[config.mk]
export PLATFORM = sky130hd
export DESIGN_NAME = awr_top
export DESIGN_NICKNAME = d
export VERILOG_FILES = /design/src/inc/awr_pkg.sv /design/src/hw/awr_top.sv /design/src/hw/awr_win_cmp.sv /design/src/hw/awr_duty_clk.sv
export SDC_FILE = /design/constraint.sdc
export NUM_CORES = 1
export LEC_CHECK = 0
export ABC_AREA = 1
export BUFFER_PORTS_ARGS = -buffer_cell sky130_fd_sc_hd__buf_2
export CAP_MARGIN = 10
export CORE_MARGIN = 2
export CORE_UTILIZATION = 53
export CTS_CLUSTER_DIAMETER = 80
export DETAILED_ROUTE_END_ITERATION = 8
export PLACE_DENSITY = 0.76
export SYNTH_ARGS = -nofsm -noshare
export SYNTH_HDL_FRONTEND = slang
export SYNTH_HIERARCHICAL = 1
export SYNTH_SLANG_ARGS = --single-unit
[constraint.sdc]
create_clock -name i_sys_clk -period 3.1 [get_ports i_sys_clk]
set_input_delay 0.775 -clock i_sys_clk [delete_from_list [all_inputs] [get_ports i_sys_clk]]
set_output_delay 0.775 -clock i_sys_clk [all_outputs]
set_load 0.02 [all_outputs]
[src/inc/awr_pkg.sv]
// package: offsets, fields, reset values and timing for the adc result/window register bank
`default_nettype none
package awr_pkg;

	////////////////////////////////////////////////////////////////////////////
	// register indices; byte address on the bus is index times four
	localparam logic [7:0] IDX_DBG    = 8'h0C;      // debug_halt_control
	localparam logic [7:0] IDX_TEMP   = 8'h0D;      // staging_byte
	localparam logic [7:0] IDX_RES_L  = 8'h10;      // sample_outcome low byte
	localparam logic [7:0] IDX_RES_H  = 8'h11;      // sample_outcome high byte
	localparam logic [7:0] IDX_WLO_L  = 8'h12;      // window_low_limit low byte
	localparam logic [7:0] IDX_WLO_H  = 8'h13;      // window_low_limit high byte
	localparam logic [7:0] IDX_WHI_L  = 8'h14;      // window_high_limit low byte
	localparam logic [7:0] IDX_WHI_H  = 8'h15;      // window_high_limit high byte
	localparam logic [7:0] IDX_CAL    = 8'h16;      // clock_trim_setting
	localparam logic [7:0] IDX_MODE   = 8'h18;      // window_compare_mode
	localparam logic [7:0] IDX_FLAGS  = 8'h19;      // interrupt status, write one to clear
	localparam logic [7:0] IDX_MASK   = 8'h1A;      // interrupt mask

	////////////////////////////////////////////////////////////////////////////
	// field positions and reset values
	localparam int         DBG_CONT_BIT  = 0;        // debug_continue
	localparam int         DUTY_BIT      = 0;        // clock_duty_select
	localparam int         FLAG_RESRDY   = 0;        // result ready flag
	localparam int         FLAG_WMATCH   = 1;        // window_match_flag
	localparam logic       DBG_RST       = 1'b0;
	localparam logic [7:0] TEMP_RST      = 8'h00;
	localparam logic [15:0] WORD_RST     = 16'h0000;
	localparam logic       DUTY_RST      = 1'b1;     // quarter duty after reset
	localparam logic [2:0] MODE_RST      = 3'h0;
	localparam logic [1:0] FLAGS_RST     = 2'h0;

	////////////////////////////////////////////////////////////////////////////
	// sample and accumulation limits
	localparam logic [9:0]  SAMPLE_MAX   = 10'h3FF;  // full scale of one sample
	localparam logic [15:0] ACC_LIMIT    = 16'hFFC0; // 64 full-scale samples
	localparam logic [6:0]  ACC_MAX_N    = 7'h40;    // at most 64 accumulations

	////////////////////////////////////////////////////////////////////////////
	// converter clock timing
	localparam int         CLK_NS        = 40;       // system clock period
	localparam int         ADC_CLK_NS    = 160;      // converter clock period
	localparam int         ADC_DIV       = ADC_CLK_NS / CLK_NS;
	localparam logic [1:0] DIV_LAST      = 2'(ADC_DIV - 1);
	localparam logic [2:0] HIGH_QUARTER  = 3'(ADC_DIV / 4);
	localparam logic [2:0] HIGH_HALF     = 3'(ADC_DIV / 2);

	////////////////////////////////////////////////////////////////////////////
	// window comparison modes
	typedef enum logic [2:0] {
		AWR_WIN_NONE    = 3'h0,
		AWR_WIN_BELOW   = 3'h1,
		AWR_WIN_ABOVE   = 3'h2,
		AWR_WIN_INSIDE  = 3'h3,
		AWR_WIN_OUTSIDE = 3'h4
	} awr_win_e;

	// accumulation sequencer, gray along idle -> run -> end
	typedef enum logic [1:0] {
		AWR_ACC_IDLE = 2'b00,
		AWR_ACC_RUN  = 2'b01,
		AWR_ACC_END  = 2'b11
	} awr_acc_e;

endpackage
`default_nettype wire

[src/hw/awr_top.sv]
// adc result, staging, window limit and clock trim registers behind an apb slave
// Overview of operation
// - debug_continue low halts converter, drops events while cpu halted
// - one shared staging byte for 16-bit access
// - staging byte directly readable, writable, resets zero
// - low byte at base, high byte base+1
// - samples clamp to 0x3FF and 0x000
// - accumulated result never exceeds 0xFFC0
// - result register read-only unsigned magnitude
// - window compares final accumulated value only
// - low limit read/write, resets zero
// - high limit read/write, resets zero
// - duty select resets one; 25% else 50%
// - mode field: none, below, above, inside, outside
// - match flag: set at end, w1c, low result read clears
`default_nettype none
module awr_top (
	input  wire logic                   i_sys_clk,       // 25 MHz system clock
	input  wire logic                   i_arst_n,        // async reset, active low
	input  wire logic                   i_clk_en,        // freezes all state when low
	input  wire logic                   i_psel,          // apb select
	input  wire logic                   i_penable,       // apb access phase
	input  wire logic                   i_pwrite,        // apb direction, 1 write
	input  wire logic [9:0]             i_paddr,         // apb byte address
	input  wire logic [31:0]            i_pwdata,        // apb write data
	input  wire logic [3:0]             i_pstrb,         // apb byte strobes
	input  wire logic                   i_cpu_halted,    // cpu stopped in break debug
	input  wire logic                   i_start_evt,     // incoming start event pulse
	input  wire logic                   i_sample_valid,  // converter sample pulse
	input  wire logic [11:0]            i_sample_raw,    // signed raw sample
	input  wire logic                   i_sample_last,   // last sample of accumulation
	output logic [31:0]                 o_prdata,        // apb read data
	output logic                        o_pready,        // apb ready
	output logic                        o_pslverr,       // apb error, unmapped address
	output logic                        o_irq,           // level interrupt
	output logic                        o_start_evt,     // start event passed to core
	output logic                        o_conv_run,      // converter may run
	output logic                        o_adc_clk        // converter clock
);
	import awr_pkg::*;

	////////////////////////////////////////////////////////////////////////////
	// register state
	logic        dbg_cont;                  // debug_continue
	logic [7:0]  staging;                   // staging_byte
	logic [15:0] result;                    // sample_outcome
	logic [15:0] win_lo;                    // window_low_limit
	logic [15:0] win_hi;                    // window_high_limit
	logic        duty_sel;                  // clock_duty_select
	logic [2:0]  cmp_mode;                  // window_compare_mode
	logic [1:0]  flags;                     // sticky status
	logic [1:0]  mask;                      // interrupt mask
	awr_acc_e    acc_state;                 // accumulation sequencer
	logic [15:0] acc_sum;                   // running sum
	logic [6:0]  acc_cnt;                   // samples taken so far

	////////////////////////////////////////////////////////////////////////////
	// address decode
	function automatic logic at_idx(input logic [9:0] addr, input logic [7:0] idx);
		at_idx = (addr[1:0] == 2'b00) && (addr[9:2] == idx);
	endfunction

	wire hit_dbg   = at_idx(i_paddr, IDX_DBG);
	wire hit_temp  = at_idx(i_paddr, IDX_TEMP);
	wire hit_res_l = at_idx(i_paddr, IDX_RES_L);
	wire hit_res_h = at_idx(i_paddr, IDX_RES_H);
	wire hit_wlo_l = at_idx(i_paddr, IDX_WLO_L);
	wire hit_wlo_h = at_idx(i_paddr, IDX_WLO_H);
	wire hit_whi_l = at_idx(i_paddr, IDX_WHI_L);
	wire hit_whi_h = at_idx(i_paddr, IDX_WHI_H);
	wire hit_cal   = at_idx(i_paddr, IDX_CAL);
	wire hit_mode  = at_idx(i_paddr, IDX_MODE);
	wire hit_flags = at_idx(i_paddr, IDX_FLAGS);
	wire hit_mask  = at_idx(i_paddr, IDX_MASK);
	wire mapped    = hit_dbg | hit_temp | hit_res_l | hit_res_h | hit_wlo_l | hit_wlo_h
	               | hit_whi_l | hit_whi_h | hit_cal | hit_mode | hit_flags | hit_mask;

	// phase strobes; side effects happen only on the completing edge
	wire setup    = i_psel && !i_penable;
	wire xfer_end = i_psel && i_penable && o_pready;
	wire wr_en    = xfer_end && i_pwrite && mapped && i_pstrb[0];
	wire rd_en    = xfer_end && !i_pwrite && mapped;
	wire [7:0] wbyte = i_pwdata[7:0];

	// read byte; high halves come out of staging, filled by the low read
	wire [7:0] rd_byte =
		hit_dbg   ? {7'h00, dbg_cont} :
		hit_temp  ? staging :
		hit_res_l ? result[7:0] :
		hit_wlo_l ? win_lo[7:0] :
		hit_whi_l ? win_hi[7:0] :
		(hit_res_h | hit_wlo_h | hit_whi_h) ? staging :
		hit_cal   ? {7'h00, duty_sel} :
		hit_mode  ? {5'h00, cmp_mode} :
		hit_flags ? {6'h00, flags} :
		hit_mask  ? {6'h00, mask} : 8'h00;

	////////////////////////////////////////////////////////////////////////////
	// apb answer: ready in the first access cycle, data latched at setup
	// no wait states: read data is taken at the setup edge, so it shows the
	// register as it was before any side effect of this same transfer
	always_ff @(posedge i_sys_clk or negedge i_arst_n) begin
		if (!i_arst_n) begin
			o_pready  <= 1'b0;
			o_pslverr <= 1'b0;
			o_prdata  <= 32'h0000_0000;
		end else if (i_clk_en) begin
			o_pready  <= setup;
			o_pslverr <= setup && !mapped;
			o_prdata  <= (setup && !i_pwrite) ? {24'h00_0000, rd_byte} : 32'h0000_0000;
		end
	end

	////////////////////////////////////////////////////////////////////////////
	// plain control registers
	always_ff @(posedge i_sys_clk or negedge i_arst_n) begin
		if (!i_arst_n) begin
			dbg_cont <= DBG_RST;
			duty_sel <= DUTY_RST;
			cmp_mode <= MODE_RST;
			mask     <= FLAGS_RST;
		end else if (i_clk_en) begin
			if (wr_en && hit_dbg)
				dbg_cont <= wbyte[DBG_CONT_BIT];
			if (wr_en && hit_cal)
				duty_sel <= wbyte[DUTY_BIT];
			if (wr_en && hit_mode)
				cmp_mode <= wbyte[2:0];
			if (wr_en && hit_mask)
				mask <= wbyte[1:0];
		end
	end

	////////////////////////////////////////////////////////////////////////////
	// staging byte and the 16-bit limit pairs
	wire lo_write = wr_en && (hit_wlo_l || hit_whi_l);     // low byte parks in staging
	wire [7:0] next_staging =
		(wr_en && hit_temp) ? wbyte :
		lo_write            ? wbyte :
		(rd_en && hit_res_l) ? result[15:8] :
		(rd_en && hit_wlo_l) ? win_lo[15:8] :
		(rd_en && hit_whi_l) ? win_hi[15:8] : staging;

	// one staging byte serves every pair, so interleaved pair accesses collide
	always_ff @(posedge i_sys_clk or negedge i_arst_n) begin
		if (!i_arst_n) begin
			staging <= TEMP_RST;
			win_lo  <= WORD_RST;
			win_hi  <= WORD_RST;
		end else if (i_clk_en) begin
			staging <= next_staging;
			if (wr_en && hit_wlo_h)
				win_lo <= {wbyte, staging};
			if (wr_en && hit_whi_h)
				win_hi <= {wbyte, staging};
		end
	end

	////////////////////////////////////////////////////////////////////////////
	// debug halt: converter and its event input stop unless told to continue
	wire run_ok = !i_cpu_halted || dbg_cont;

	always_ff @(posedge i_sys_clk or negedge i_arst_n) begin
		if (!i_arst_n) begin
			o_conv_run  <= 1'b0;
			o_start_evt <= 1'b0;
		end else if (i_clk_en) begin
			o_conv_run  <= run_ok;
			o_start_evt <= i_start_evt && run_ok;
		end
	end

	////////////////////////////////////////////////////////////////////////////
	// sample clamp and accumulation
	wire [9:0] clamped =
		i_sample_raw[11] ? 10'h000 :
		(i_sample_raw[10:0] > {1'b0, SAMPLE_MAX}) ? SAMPLE_MAX :
		i_sample_raw[9:0];

	// a sample is dropped while halted or in the one end cycle
	wire        take     = i_sample_valid && run_ok && (acc_state != AWR_ACC_END);
	wire [16:0] sum_wide = ((acc_state == AWR_ACC_IDLE) ? 17'h0_0000 : {1'b0, acc_sum})
	                     + {7'h00, clamped};
	wire [15:0] sum_cap  = (sum_wide > {1'b0, ACC_LIMIT}) ? ACC_LIMIT : sum_wide[15:0];
	wire [6:0]  next_cnt = ((acc_state == AWR_ACC_IDLE) ? 7'h00 : acc_cnt) + 7'h01;
	wire        fin_take = take && (i_sample_last || next_cnt == ACC_MAX_N);

	// sequencer: idle -> run while summing -> end for one cycle
	always_ff @(posedge i_sys_clk or negedge i_arst_n) begin
		if (!i_arst_n) begin
			acc_state <= AWR_ACC_IDLE;
			acc_sum   <= WORD_RST;
			acc_cnt   <= 7'h00;
			result    <= WORD_RST;
		end else if (i_clk_en) begin
			unique case (acc_state)
				AWR_ACC_IDLE, AWR_ACC_RUN: begin
					if (take) begin
						acc_sum   <= sum_cap;
						acc_cnt   <= next_cnt;
						acc_state <= fin_take ? AWR_ACC_END : AWR_ACC_RUN;
					end
					if (fin_take)
						result <= sum_cap;
				end
				AWR_ACC_END: begin
					acc_state <= AWR_ACC_IDLE;
				end
			endcase
		end
	end

	////////////////////////////////////////////////////////////////////////////
	// window comparison on the stored final result
	logic win_hit;                                          // result matches mode

	awr_win_cmp u_win_cmp (
		.i_sys_clk (i_sys_clk),
		.i_arst_n  (i_arst_n),
		.i_value   (result),
		.i_lo      (win_lo),
		.i_hi      (win_hi),
		.i_mode    (cmp_mode),
		.o_match   (win_hit)
	);

	////////////////////////////////////////////////////////////////////////////
	// sticky flags: a set in the same cycle as a clear wins
	wire       at_end   = acc_state == AWR_ACC_END;
	wire [1:0] flag_set = {at_end && win_hit, at_end};
	wire [1:0] flag_clr = ((wr_en && hit_flags) ? wbyte[1:0] : 2'b00)
	                    | ((rd_en && hit_res_l) ? 2'b11 : 2'b00);
	wire [1:0] next_flags = (flags & ~flag_clr) | flag_set;
	// mask taken at its new value, so a mask write reaches the pin at once
	wire [1:0] next_mask  = (wr_en && hit_mask) ? wbyte[1:0] : mask;

	always_ff @(posedge i_sys_clk or negedge i_arst_n) begin
		if (!i_arst_n) begin
			flags <= FLAGS_RST;
			o_irq <= 1'b0;
		end else if (i_clk_en) begin
			flags <= next_flags;
			o_irq <= |(next_flags & next_mask);
		end
	end

	////////////////////////////////////////////////////////////////////////////
	// converter clock
	awr_duty_clk u_duty_clk (
		.i_sys_clk (i_sys_clk),
		.i_arst_n  (i_arst_n),
		.i_clk_en  (i_clk_en),
		.i_run     (run_ok),
		.i_quarter (duty_sel),
		.o_clk     (o_adc_clk)
	);
endmodule
`default_nettype wire

[src/hw/awr_win_cmp.sv]
// window comparator: tests the final result against the low and high limits
`default_nettype none
module awr_win_cmp (
	input  wire logic                   i_sys_clk,  // clock, only for checks
	input  wire logic                   i_arst_n,   // reset, only for checks
	input  wire logic [15:0]            i_value,    // accumulated result
	input  wire logic [15:0]            i_lo,       // low limit
	input  wire logic [15:0]            i_hi,       // high limit
	input  wire logic [2:0]             i_mode,     // comparison mode code
	output logic                        o_match     // result satisfies mode
);
	import awr_pkg::*;

	// plain unsigned compares; the data never go negative
	wire below = i_value < i_lo;
	wire above = i_value > i_hi;

	// mode select; reserved codes never match
	always_comb begin
		unique case (i_mode)
			AWR_WIN_NONE:    o_match = 1'b0;
			AWR_WIN_BELOW:   o_match = below;
			AWR_WIN_ABOVE:   o_match = above;
			AWR_WIN_INSIDE:  o_match = (i_value > i_lo) && (i_value < i_hi);
			AWR_WIN_OUTSIDE: o_match = below || above;
			default:         o_match = 1'b0;               // reserved code
		endcase
	end
endmodule
`default_nettype wire

[src/hw/awr_duty_clk.sv]
// converter clock divider with quarter or half high time
`default_nettype none
module awr_duty_clk (
	input  wire logic                   i_sys_clk,  // system clock
	input  wire logic                   i_arst_n,   // async reset, active low
	input  wire logic                   i_clk_en,   // freezes state when low
	input  wire logic                   i_run,      // converter allowed to run
	input  wire logic                   i_quarter,  // 1: 25% high, 0: 50% high
	output logic                        o_clk       // converter clock
);
	import awr_pkg::*;

	logic [1:0] phase;                              // position inside period
	wire  [1:0] next_phase = (phase == DIV_LAST) ? 2'b00 : phase + 2'b01;
	wire  [2:0] high_len   = i_quarter ? HIGH_QUARTER : HIGH_HALF;
	wire        next_clk   = i_run && ({1'b0, next_phase} < high_len);

	// divider; a halted converter sees its clock parked low
	always_ff @(posedge i_sys_clk or negedge i_arst_n) begin
		if (!i_arst_n) begin
			phase <= 2'b00;
			o_clk <= 1'b0;
		end else if (i_clk_en) begin
			phase <= i_run ? next_phase : phase;
			o_clk <= next_clk;
		end
	end

endmodule
`default_nettype wire

== Word level (Yosys, flattened, before mapping) ==
Index checks and enable logic that the tools add are counted.
Storage, ports and cells
  register bits after elaboration: 130
  bits in latches: 0
  bits in writable memories: 0
  ROM bits: 0
  input bits: 68
  output and inout port bits: 38
  logic and storage cells: 164
  memories: 0
Cells by class
  $add $sub $neg: 3
  multipliers: 0
  div/mod/pow operators: 0
  order comparisons: 7
  equality and inequality tests: 22
  shift operators: 0
  multiplexer cells: 30
  bitwise logic cells: 18
  reduce and logical (&&, ||, !) cells: 64
Operator list (number)
  $mux W8: 12
  $eq A8 B5 Y1 const B: 10
  $logic_and A1 B1 Y1: 41
  $gt A16 B16 Y1: 2
  $lt A16 B16 Y1: 2
  $mux W16: 2
  $mux W10: 2
  $mux W2: 9
  $add A16 B10 Y17: 1
  $gt A17 B16 Y1 const B: 1
  $eq A8 B4 Y1 const B: 2
  $reduce_and A2 Y1: 8
  $or A1 B1 Y1: 13
  $gt A11 B10 Y1 const B: 1
  $add A7 B1 Y7 const B: 1
  $eq A7 B7 Y1 const B: 1
  $mux W7: 1
  $eq A3 B2 Y1 const B: 2
  $mux W3: 2
  $reduce_and A3 Y1: 2
  $reduce_bool A5 Y1: 1
  $and A2 B2 Y2: 2
  $eq A2 B2 Y1 const B: 2
  $logic_not A1 Y1: 4
  13 further kinds: 20

== Longest topological paths before layout ==
Gate-level depths: netlist of run 1.
  depth in word-level cells: 23
  depth in mapped cells: 21
  mapped depth without buffers: 19

== Cells and area by module ==
The synthesis of run 1 kept the hierarchy.
By module, submodules not included
  awr_top: times used 1, cells an instance 961, area each 6663.9 µm², seq. area each 2578.7 µm²
  awr_win_cmp: times used 1, cells an instance 153, area each 935.9 µm², seq. area each 0.0 µm²
  awr_duty_clk: times used 1, cells an instance 19, area each 165.2 µm², seq. area each 75.1 µm²

== Worst setup path before layout of run 1 ==
No wires, ideal clock.
  kind: input port to flip-flop
  start: input port i_sample_raw[10]
  end: register acc_sum[10]
  setup time: 0.117 ns
  arrival time: 2.918 ns
  slack: 0.065 ns
  stages on the path: 16
  cells stage by stage: clkbuf_1 > nor2_1 > nor2_1 > ha_1 > fa_1 > or2_2 > nor2_1 > nand3_1 > nor2_1 > nand2_1 > nand3_1 > nor3_1 > nand4_2 > nand3_1 > nand2_1 > nand2_1
Between the ends
  cells in the longest elaborated chain, start to end: 6
Ends and longest elaborated chain
  start: declaration: RTL line awr_top.sv:30  | input wire logic [11:0] i_sample_raw,
  $gt A11 B10 Y1 (*): RTL line awr_top.sv:177  | (i_sample_raw[10:0] > {1'b0, SAMPLE_MAX}) ? SAMPLE_MAX :
  $mux W10 (*): RTL line awr_top.sv:177
  $mux W10 (*): RTL line awr_top.sv:176  | i_sample_raw[11] ? 10'h000 :
  $add A16 B10 Y17 (*): RTL line awr_top.sv:183  | + {7'h00, clamped};
  $gt A17 B16 Y1: RTL line awr_top.sv:184  | wire [15:0] sum_cap = (sum_wide > {1'b0, ACC_LIMIT}) ? ACC_LIMIT : sum_wide[15:0];
  $mux W16 (*): RTL line awr_top.sv:184
  end signal: assignment: RTL line awr_top.sv:199  | acc_sum <= sum_cap;
  end: declaration: RTL line awr_top.sv:54  | logic [15:0] acc_sum;
Every way passes the cells marked *; elsewhere a longest branch is shown, timed or not.
A chain may end at the register's enable or synchronous reset.

== Worst setup path in the final report of run 1 ==
  start: register acc_state[1]
  end: register acc_sum[8]
Between the ends
  cells in the longest elaborated chain, start to end: 5
Ends and longest elaborated chain
  start: declaration: RTL line awr_top.sv:53  | awr_acc_e acc_state;
  start signal: assignment: RTL line awr_top.sv:201  | acc_state <= fin_take ? AWR_ACC_END : AWR_ACC_RUN;
  $logic_not A2 Y1: RTL line awr_top.sv:182, awr_top.sv:196
  $mux W16: RTL line awr_top.sv:182  | wire [16:0] sum_wide = ((acc_state == AWR_ACC_IDLE) ? 17'h0_0000 : {1'b0, acc_sum})
  $add A16 B10 Y17: RTL line awr_top.sv:183
  $gt A17 B16 Y1: RTL line awr_top.sv:184
  $mux W16: RTL line awr_top.sv:184
Parallel ways exist; a longest one is shown, timed or not.

==> results of run 1 <==
cells in the final DEF (no fill, tap or decap), types with 5 or more instances in the layout:
master and count:
nor3_2 7, ha_1 45, clkbuf_16 9, nor2_2 7
nand3_1 80, inv_2 5, nand3_2 10, nand2_2 9
dfrtp_1 104, buf_4 49, a32o_1 5, o21ai_2 14
conb_1 24, a21oi_1 32, nand4_1 19, inv_1 153
o21ai_0 32, nand3b_1 6, o21ai_1 25, nor3_1 9
nor2_1 125, buf_2 53, nand2_1 352
worst max-delay path by stage:
stage                                   startpoint                      end  slack (ns)  cells past startpoint
final                     acc_state[1]$_DFFE_PN0P_   acc_sum[8]$_DFFE_PN0P_        0.24                     17
after CTS                 acc_state[1]$_DFFE_PN0P_    result[0]$_DFFE_PN0P_        0.11                     17
after global placement            i_sample_raw[10]    result[1]$_DFFE_PN0P_       -0.16                     17
after detailed placement          i_sample_raw[10]   acc_sum[0]$_DFFE_PN0P_       -0.16                     17
after global routing      acc_state[1]$_DFFE_PN0P_   result[13]$_DFFE_PN0P_     -0.0001                     17
after floorplan                   i_sample_raw[10]  acc_sum[10]$_DFFE_PN0P_        0.06                     16
logic make-up (layout without fill, tap and decap cells):
group / after synthesis / after routing / share of synthesized area, %
simple gates: 640 / 640 / 36.34
fa+ha+maj: 46 / 46 / 7.509
other cells: 1 / 24 / 0.04829
buf+inv: 208 / 279 / 11.67
compound gates: 129 / 129 / 9.926
flops: 106 / 106 / 34.18
xor+xnor: 3 / 3 / 0.3384
what timing repair did:
item / in CTS / in global routing
gates resized for setup: 0 / 11
setup endpoints to repair: 0 / 28
hold endpoints to repair: 0 / 0
hold buffers: 0 / 0
layer usage:
layer / part of all wire, % / vias up / global-route usage, %
li1: - / 3746 / -
met1: 47 / 3417 / 36.34
met2: 46 / 196 / 41.30
met3: 5.7 / 17 / 5.605
met4: 1.2 / 0 / 5.098
met5: 0 / - / 0
final cells by class:
type | count | area share, %
clock buffers | 9 | 2.571
clock inverters | 7 | 0.6143
inverters | 160 | 6.886
multi-input cells | 842 | 49.53
flip-flops and latches | 106 | 30.31
well taps | 184 | 2.629
repair buffers | 103 | 7.457
state kept, by name, summed over array words and instances (netlist names), 2 cells and up:
register,flops
staging,8
mask,2
acc_cnt,7
result,16
o_prdata,8
u_duty_clk/phase,2
acc_state,2
win_lo,16
win_hi,16
cmp_mode,3
acc_sum,16
flags,2
per-stage QoR:
step           power, W  util [%]  std cells  hold WS, ns
2_1_floorplan  0.003094         -       1156       0.4489
3_3_place_gp   0.003668     58.46       1395       0.4613
3_5_place_dp   0.003727     58.46       1395       0.4648
4_1_cts        0.004845     60.39       1411       0.3735
5_1_grt        0.005247     60.72       1411       0.3843
6_report       0.004863     60.72       1411       0.3588
power by group:
part / internal (W) / switching, W
combinational: 0.000814 / 0.00117
sequential: 0.00158 / 0.000192
clock: 0.000552 / 0.000554
critical path, stage by stage (launching register included):
cell	delay, ns
dfrtp_2	0.46
nor2_2	0.09
buf_4	0.19
nor2_1	0.08
ha_1	0.34
nand2_1	0.13
inv_1	0.07
a21oi_2	0.16
nand2_1	0.11
nand2_1	0.07
nand2_1	0.10
nor2_1	0.16
nand3_1	0.12
nor3_2	0.23
nand4_4	0.20
nand3_1	0.16
nand2_1	0.06
nand2_1	0.06
==> flow_summary.yaml, run 1 <==
clock_tree:
  numCtsBuffers: 9
  insertion_delay_ns: 0.37
  cts_setup_buffers: 0
  path_clk_slew_ns: 0.08
  clockBufferDepth: 2
  cts_sinks: 106
  cts_root_buffer: "clkbuf_16"
  cts_tree: "done"
  h-tree-depth: 3
final_layout:
  nets: 1336
  drive_gt1_share_pct: 15.65
  regArea_um2: 2655
  multi_input_area_um2: 4338
  antenna_cells: 0
  fillers: 1400
  area_growth_pct: 12.79
  stdcell_area_um2: 8758
timing:
  skew_ns: 0.009693
  period_needed_ns: 2.856
  hold_violations: 0
  final_max_slew_viol_count: 0
  finalSetupViolations: 0
  worst_slack_ns: 0.2441
  fin_tns_setup_ns: 0
  finalCritPeriodShare_pct: 92.13
  worst_pin_slew_ns: 0.6732
  relSlewSlack_pct: 55.07
  fmax_mhz: 350.1
worst_setup_path:
  r2r_setup_slack_ns: 0.24
  reg2reg_from: "acc_state[1]$_DFFE_PN0P_"
  reg2reg_to: "acc_sum[8]$_DFFE_PN0P_"
  rr_worst_depth: 17
  cp-start-kind: "register"
  criticalPathCategory: "register to register"
  crit_required_ns: 3.41
  crit_fanout: 11
  cp-end-kind: "register"
  cp.arrival_ns: 3.16
route:
  dr.pass1.iters: 5
  drc_errors: 0
  dr.first_iter.drc_count: 582
  vias: 7376
  drt-vias-per-instance: 5.227
  routed_wl_um: 19270
  drtAntennaViolNets: 0
  wl_per_cell_um: 13.66
power_and_ir_drop:
  power_density_nw_per_um2: 555.2
  leakage_nw: 4.665
  ir_worst_vdd_uv: 312.8
placement:
  port_buffers: 54
  gp_congestion: 0.9404
  hpwl_um: 14830
  placed_cell_area_um2: 8432
  dp_slack_ns: -0.1649
die:
  pin_count: 106
  die_area_um2: 15640
  die_h_um: 125.0
  start_util_pct: 53.83
  die_x_um: 125.0
  rows: 44
  core-area_um2: 14420
yosys:
  synth_cells: 1133
  synth_area_um2: 7765
  yosysMostFrequentCell: "nand2_1"
  synth-main-ff-cell: "dfrtp_1"
  synth_edf_count: 0
  ys_async_sr_fraction_pct: 100.0
  ys_ff_latch: 106
  yosysTopAreaCellShare_pct: 33.84
  synthDistinctLibCells: 49
  synthTopCellsByCount: "353 x nand2_1, 153 x inv_1, 125 x nor2_1"
  yosys-top-cells-area: "dfrtp_1 34%, nand2_1 17%, inv_1 7.4%"
  syn_avg_cell_area_um2: 6.853
  ys_seq_area_share_pct: 34.18
  synth_warnings: 6
  synth_top_area_cell: "dfrtp_1"
grt:
  grt_overflow: 0
  grt_pass1_vias: 6911
  track_usage_pct: 25.76
  grt_pass1_wl_um: 33110
  grt_max_degree: 49
  antenna_found_initial: 0
worst_hold_path:
  hold_path.class: "input pin to asynchronous set/reset pin"
job:
  drv_cap: 0
outcome:
  status: "finished, final reports clean"
No activity file was read; power rests on OpenSTA's default activity.
==> run 2, diff against run 1 <==
- PLACE_DENSITY: 0.76 -> 0.77
==> flow_summary.yaml, run 2 (same netlist as run 1, synthesis figures left out) <==
clock_tree:
  cts_root_buffer: "clkbuf_16"
  cts_sinks: 106
  cts-hold-fix-buffers: 0
  numCtsBuffers: 9
  path_clk_slew_ns: 0.08
  h-tree-depth: 3
  clockBufferDepth: 2
  cts_tree: "done"
  insertion_delay_ns: 0.36
power_and_ir_drop:
  leakage_nw: 4.695
  power_density_nw_per_um2: 554.6
  p_total_w: 0.004892
  p_comb_share_pct: 40.7
  p_int_w: 0.002981
  p_sw_share_pct: 39.08
  clock_power_share_pct: 22.9
  p_seq_share_pct: 36.4
  power_switching_w: 0.001912
  ir_worst_vdd_uv: 357.2
route:
  dr.first_iter.drc_count: 624
  drc_errors: 0
  drt-vias-per-instance: 5.165
  vias: 7309
  routed_wl_um: 18840
  dr.pass1.iters: 5
  drtAntennaViolNets: 0
  wl_per_cell_um: 13.32
worst_hold_path:
  hold_path.class: "input pin to asynchronous set/reset pin"
worst_setup_path:
  cp.arrival_ns: 3.13
  crit_fanout: 10
  reg2reg_to: "acc_sum[10]$_DFFE_PN0P_"
  cp-start-kind: "input pin"
  criticalPathCategory: "input pin to register"
  r2r_setup_slack_ns: 0.24
  reg2reg_from: "acc_state[0]$_DFFE_PN0P_"
  crit_required_ns: 3.35
  rr_worst_depth: 17
  cp-end-kind: "register"
timing:
  finalCritPeriodShare_pct: 92.80
  period_needed_ns: 2.877
  rsz0062_at_grt: "no"
  fmax_mhz: 347.6
  finalSetupViolations: 0
  hold_violations: 0
  relSlewSlack_pct: 51.98
  fin_tns_setup_ns: 0
  skew_ns: 0.01024
  worst_slack_ns: 0.2233
  worst_pin_slew_ns: 0.7195
  final_max_slew_viol_count: 0
final_layout:
  stdcell_area_um2: 8821
  fillers: 1333
  drive_gt1_share_pct: 16.00
  antenna_cells: 0
  layout_commonest_cell: "nand2_1"
  final_cell_mix: "352 x nand2_1, 153 x inv_1, 123 x nor2_1"
  area_growth_pct: 13.60
  nets: 1340
grt:
  grt_max_degree: 49
  busiest_layer: "met2"
  grt_pass1_wl_um: 32240
  grt_util_met2_pct: 39.93
  use_met1_pct: 34.97
  antenna_found_initial: 0
  track_usage_pct: 25.09
  grt_pass1_vias: 6861
  use_met3_pct: 4.707
  grt_overflow: 0
placement:
  port_buffers: 54
  hpwl_um: 14630
  placed_cell_area_um2: 8479
  gp_congestion: 0.8946
  dp_slack_ns: -0.1865
die:
  start_util_pct: 53.83
  die_area_um2: 15640
  die_h_um: 125.0
  rows: 44
  core-area_um2: 14420
  pin_count: 106
  die_x_um: 125.0
job:
  drv_cap: 0
outcome:
  status: "finished, final reports clean"
run 2: worst max path at each step:
stage                     cells after the start  slack, ns                       to                     start
after CTS                                    17       0.20   acc_sum[2]$_DFFE_PN0P_  acc_state[0]$_DFFE_PN0P_
after global routing                         17       0.01  acc_sum[10]$_DFFE_PN0P_          i_sample_raw[10]
after detailed placement                     17      -0.19   acc_sum[2]$_DFFE_PN0P_          i_sample_raw[10]
after global placement                       17      -0.15    result[1]$_DFFE_PN0P_          i_sample_raw[10]
final                                        17       0.22  acc_sum[10]$_DFFE_PN0P_          i_sample_raw[10]
after floorplan                              16       0.06  acc_sum[10]$_DFFE_PN0P_          i_sample_raw[10]
run 2: layer usage:
layer  wire (um)  vias to the layer above
li1            -                     3759
met5           0                        -
met4         359                        0
met2        8684                      187
met3        1035                       25
met1        8761                     3338
run 2: layout make-up:
type | count | area (um2) | area share (%)
Clock buffer | 10 | 239.0 | 2.709
Multi-Input combinational cell | 842 | 4337 | 49.16
Sequential cell | 106 | 2654 | 30.09
Timing Repair Buffer | 107 | 710.7 | 8.057
Clock inverter | 6 | 47.55 | 0.5390
Inverter | 160 | 603.1 | 6.837
Tap cell | 184 | 230.2 | 2.610
run 2: critical path: stages:
cell and delay [ns]:
clkbuf_4 0.16, nor2_1 0.06, nor2_1 0.13, ha_2 0.21, fa_1 0.42, or2_2 0.31
nor2_1 0.10, nand3_1 0.11, nor2_1 0.10, nand2_1 0.07, nand3_1 0.12, nor3_2 0.06
nand4_2 0.08, buf_4 0.17, nand3_1 0.11, nand2_1 0.09, nand2_1 0.05
run 2: power groups by stage:
stage / registers, W / logic, W / clock network [W]
floorplan: 0.00175 / 0.00134 / 0
global placement: 0.00179 / 0.00188 / 0
detailed placement: 0.00179 / 0.00194 / 0
CTS: 0.00178 / 0.00195 / 0.00114
global route: 0.00181 / 0.00228 / 0.00120
finish: 0.00178 / 0.00199 / 0.00112
run 2: through the flow:
step	instances	util (%)	hold slack, ns
floorplan	1156	-	0.4489
global placement	1398	58.79	0.4623
detailed placement	1398	58.79	0.4647
CTS	1414	60.77	0.4393
global route	1415	61.16	0.4653
finish	1415	61.16	0.4228
run 2: what timing repair did:
action / 4_1_cts / 5_1_grt
buffers inserted: 0 / 1
setup endpoints to repair: 0 / 28
gates resized for setup: 0 / 12
==> run 3, diff against run 2 <==
- ABC_AREA: 1 -> not set
- PLACE_DENSITY: 0.77 -> 0.78
==> flow_summary.yaml, run 3 <==
clock_tree:
  clockBufferDepth: 2
  cts_tree: "done"
  h-tree-depth: 3
  cts_sinks: 106
  path_clk_slew_ns: 0.07
  cts-hold-fix-buffers: 0
  cts_root_buffer: "clkbuf_16"
  insertion_delay_ns: 0.35
  numCtsBuffers: 9
  cts_setup_buffers: 0
route:
  drc_errors: 0
  dr.pass1.iters: 5
  drtAntennaViolNets: 0
  wl_per_cell_um: 16.18
  routed_wl_um: 17250
  dr.first_iter.drc_count: 543
  vias: 6142
  drt-vias-per-instance: 5.762
grt:
  grt_pass1_vias: 5808
  grt_overflow: 0
  grt_max_degree: 53
  grt_pass1_wl_um: 28690
  antenna_found_initial: 0
  track_usage_pct: 24.56
power_and_ir_drop:
  clock_power_share_pct: 23.8
  p_sw_share_pct: 35.89
  p_int_w: 0.003358
  leakage_nw: 3.997
  p_seq_share_pct: 34.1
  p_total_w: 0.005239
  power_density_nw_per_um2: 623.6
  ir_worst_vdd_uv: 363.1
  p_comb_share_pct: 42.1
  power_switching_w: 0.001880
timing:
  period_needed_ns: 3.182
  worst_pin_slew_ns: 0.6689
  relSlewSlack_pct: 55.40
  worst_slack_ns: -0.08152
  skew_ns: 0.005601
  rsz0062_at_grt: "yes"
  finalCritPeriodShare_pct: 102.6
  finalSetupViolations: 12
  fmax_mhz: 314.3
  hold_violations: 0
  final_max_slew_viol_count: 0
yosys:
  synth_mux_area_share_pct: 8.985
  syn_avg_cell_area_um2: 9.136
  synthDistinctLibCells: 78
  ys_ff_latch: 106
  synth_area_um2: 7227
  synth-main-ff-cell: "dfrtp_1"
  synth_cells: 791
  yosys-top-cells-area: "dfrtp_1 36%, ha_1 7.8%, mux2_2 4.8%"
  synthTopCellsByCount: "105 x dfrtp_1, 72 x nor2_1, 59 x nand2_1"
  synth_edf_count: 0
  synth_compound_area_share_pct: 18.92
  synthXorXnorAreaFrac_pct: 1.333
  ys_async_sr_fraction_pct: 100.0
  synth_top_family_by_area: "compound AO/OA/AOI/OAI gates"
  synthSimpleGateAreaFrac_pct: 18.77
  synth_fa_ha_area_share_pct: 8.068
  synth_top_area_cell: "dfrtp_1"
  yosysMostFrequentCell: "dfrtp_1"
  yosysTopAreaCellShare_pct: 36.36
  ys_seq_area_share_pct: 36.72
  synth_warnings: 6
worst_setup_path:
  criticalPathCategory: "register to register"
  cp.arrival_ns: 3.42
  cp-start-kind: "register"
  cp-end-kind: "register"
  crit_required_ns: 3.34
  crit_fanout: 12
final_layout:
  final_cell_mix: "105 x dfrtp_1, 72 x nor2_1, 62 x buf_4"
  layout_commonest_cell: "dfrtp_1"
  stdcell_area_um2: 8401
  drive_gt1_share_pct: 23.15
  nets: 999
  antenna_cells: 0
  fillers: 1087
  area_growth_pct: 16.24
die:
  die_area_um2: 14590
  start_util_pct: 54.36
  pin_count: 106
  die_h_um: 120.8
  die_x_um: 120.8
  core-area_um2: 13300
  rows: 42
worst_hold_path:
  hold_path.class: "input pin to asynchronous set/reset pin"
placement:
  gp_congestion: 0.9062
  hpwl_um: 12960
  port_buffers: 54
  placed_cell_area_um2: 8029
job:
  drv_cap: 0
outcome:
  violations: "setup timing"
  status: "finished with violations"
-- run 3: cell types whose count changed after synthesis, moves of 22 or more --
cell / before / now
nand2_1: 353 / 59
inv_1: 153 / 46
nand3_1: 84 / 19
nor2_1: 125 / 72
mux2_2: 0 / 31
o21ai_1: 25 / 1
o21ai_0: 32 / 54
-- run 3: logic make-up after synthesis --
group,after synthesis
AO/OA/AOI/OAI,206
XOR/XNOR,11
adder cells (fa/ha/maj),46
buffers and inverters,106
flip-flops,106
multiplexers,56
other,1
AND/OR/NAND/NOR,259
-- run 3: layout make-up --
class	count	area, um2	area share, %
flip-flops and latches	106	2654	31.59
repair buffers	120	822.0	9.786
clock buffers	10	239.0	2.845
inverters	46	172.7	2.055
well taps	176	220.2	2.621
clock inverters	6	88.84	1.057
multi-input cells	602	4204	50.04
-- run 3: final timing paths --
path                            slack [ns]                      to  depth (start not counted)                startpoint
max in group asynchronous             1.86  acc_cnt[6]$_DFFE_PN0P_                          2                  i_arst_n
worst max-delay path                 -0.08   result[1]$_DFFE_PN0P_                         12  acc_state[1]$_DFFE_PN0P_
min in group i_sys_clk                0.48  acc_sum[6]$_DFFE_PN0P_                          2    acc_sum[6]$_DFFE_PN0P_
worst min-delay path                  0.45   o_pslverr$_DFFE_PN0P_                          1                  i_arst_n
worst max register to register       -0.08   result[1]$_DFFE_PN0P_                         12  acc_state[1]$_DFFE_PN0P_
worst min register to register        0.48  acc_sum[6]$_DFFE_PN0P_                          2    acc_sum[6]$_DFFE_PN0P_
-- run 3: layer usage --
metal	part of all wire [%]	wire length, um	vias up	track usage [%]
li1	-	-	2993	-
met1	46	7950	2905	34.79
met2	46	8016	217	38.63
met3	5.6	974	27	4.764
met4	1.8	311	0	6.613
met5	0	0	-	0
-- run 3: what timing repair did --
| item | 4_1_cts | 5_1_grt |
|---|---|---|
| resized for setup | 6 | 3 |
| setup endpoints to repair | 12 | 12 |
| pin swaps | 3 | 4 |
-- run 3: per-stage QoR --
| stage | hold WS (ns) | TNS (ns) | util, % | setup WS (ns) | instances |
|---|---|---|---|---|---|
| 6_report | 0.4450 | -0.5564 | 63.18 | -0.08152 | 1066 |
| 5_1_grt | 0.4995 | -2.475 | 63.18 | -0.2413 | 1066 |
| 4_1_cts | 0.4733 | -0.1801 | 63.07 | -0.03897 | 1066 |
| 3_5_place_dp | 0.4713 | -6.226 | 60.39 | -0.4094 | 1050 |
| 3_3_place_gp | 0.4558 | -5.814 | 60.39 | -0.3616 | 1050 |
| 2_1_floorplan | 0.4418 | -3.077 | - | -0.3009 | 814 |
-- run 3: critical path: stages (launching register included) --
cell and delay [ns]:
dfrtp_1 0.38, or2_4 0.30, and2_1 0.19, ha_1 0.33, buf_4 0.13, a21oi_1 0.09, a211oi_2 0.31, a21boi_2 0.12
or3_1 0.35, a211oi_1 0.29, nand4_1 0.15, buf_6 0.18, a32o_1 0.25
-- run 3: power groups by stage --
| stage | logic, W | clock network (W) | registers, W |
|---|---|---|---|
| 2_1_floorplan | 0.00140 | 0 | 0.00175 |
| 3_3_place_gp | 0.00206 | 0 | 0.00180 |
| 3_5_place_dp | 0.00211 | 0 | 0.00181 |
| 4_1_cts | 0.00217 | 0.00127 | 0.00179 |
| 5_1_grt | 0.00244 | 0.00132 | 0.00181 |
| 6_report | 0.00221 | 0.00125 | 0.00179 |
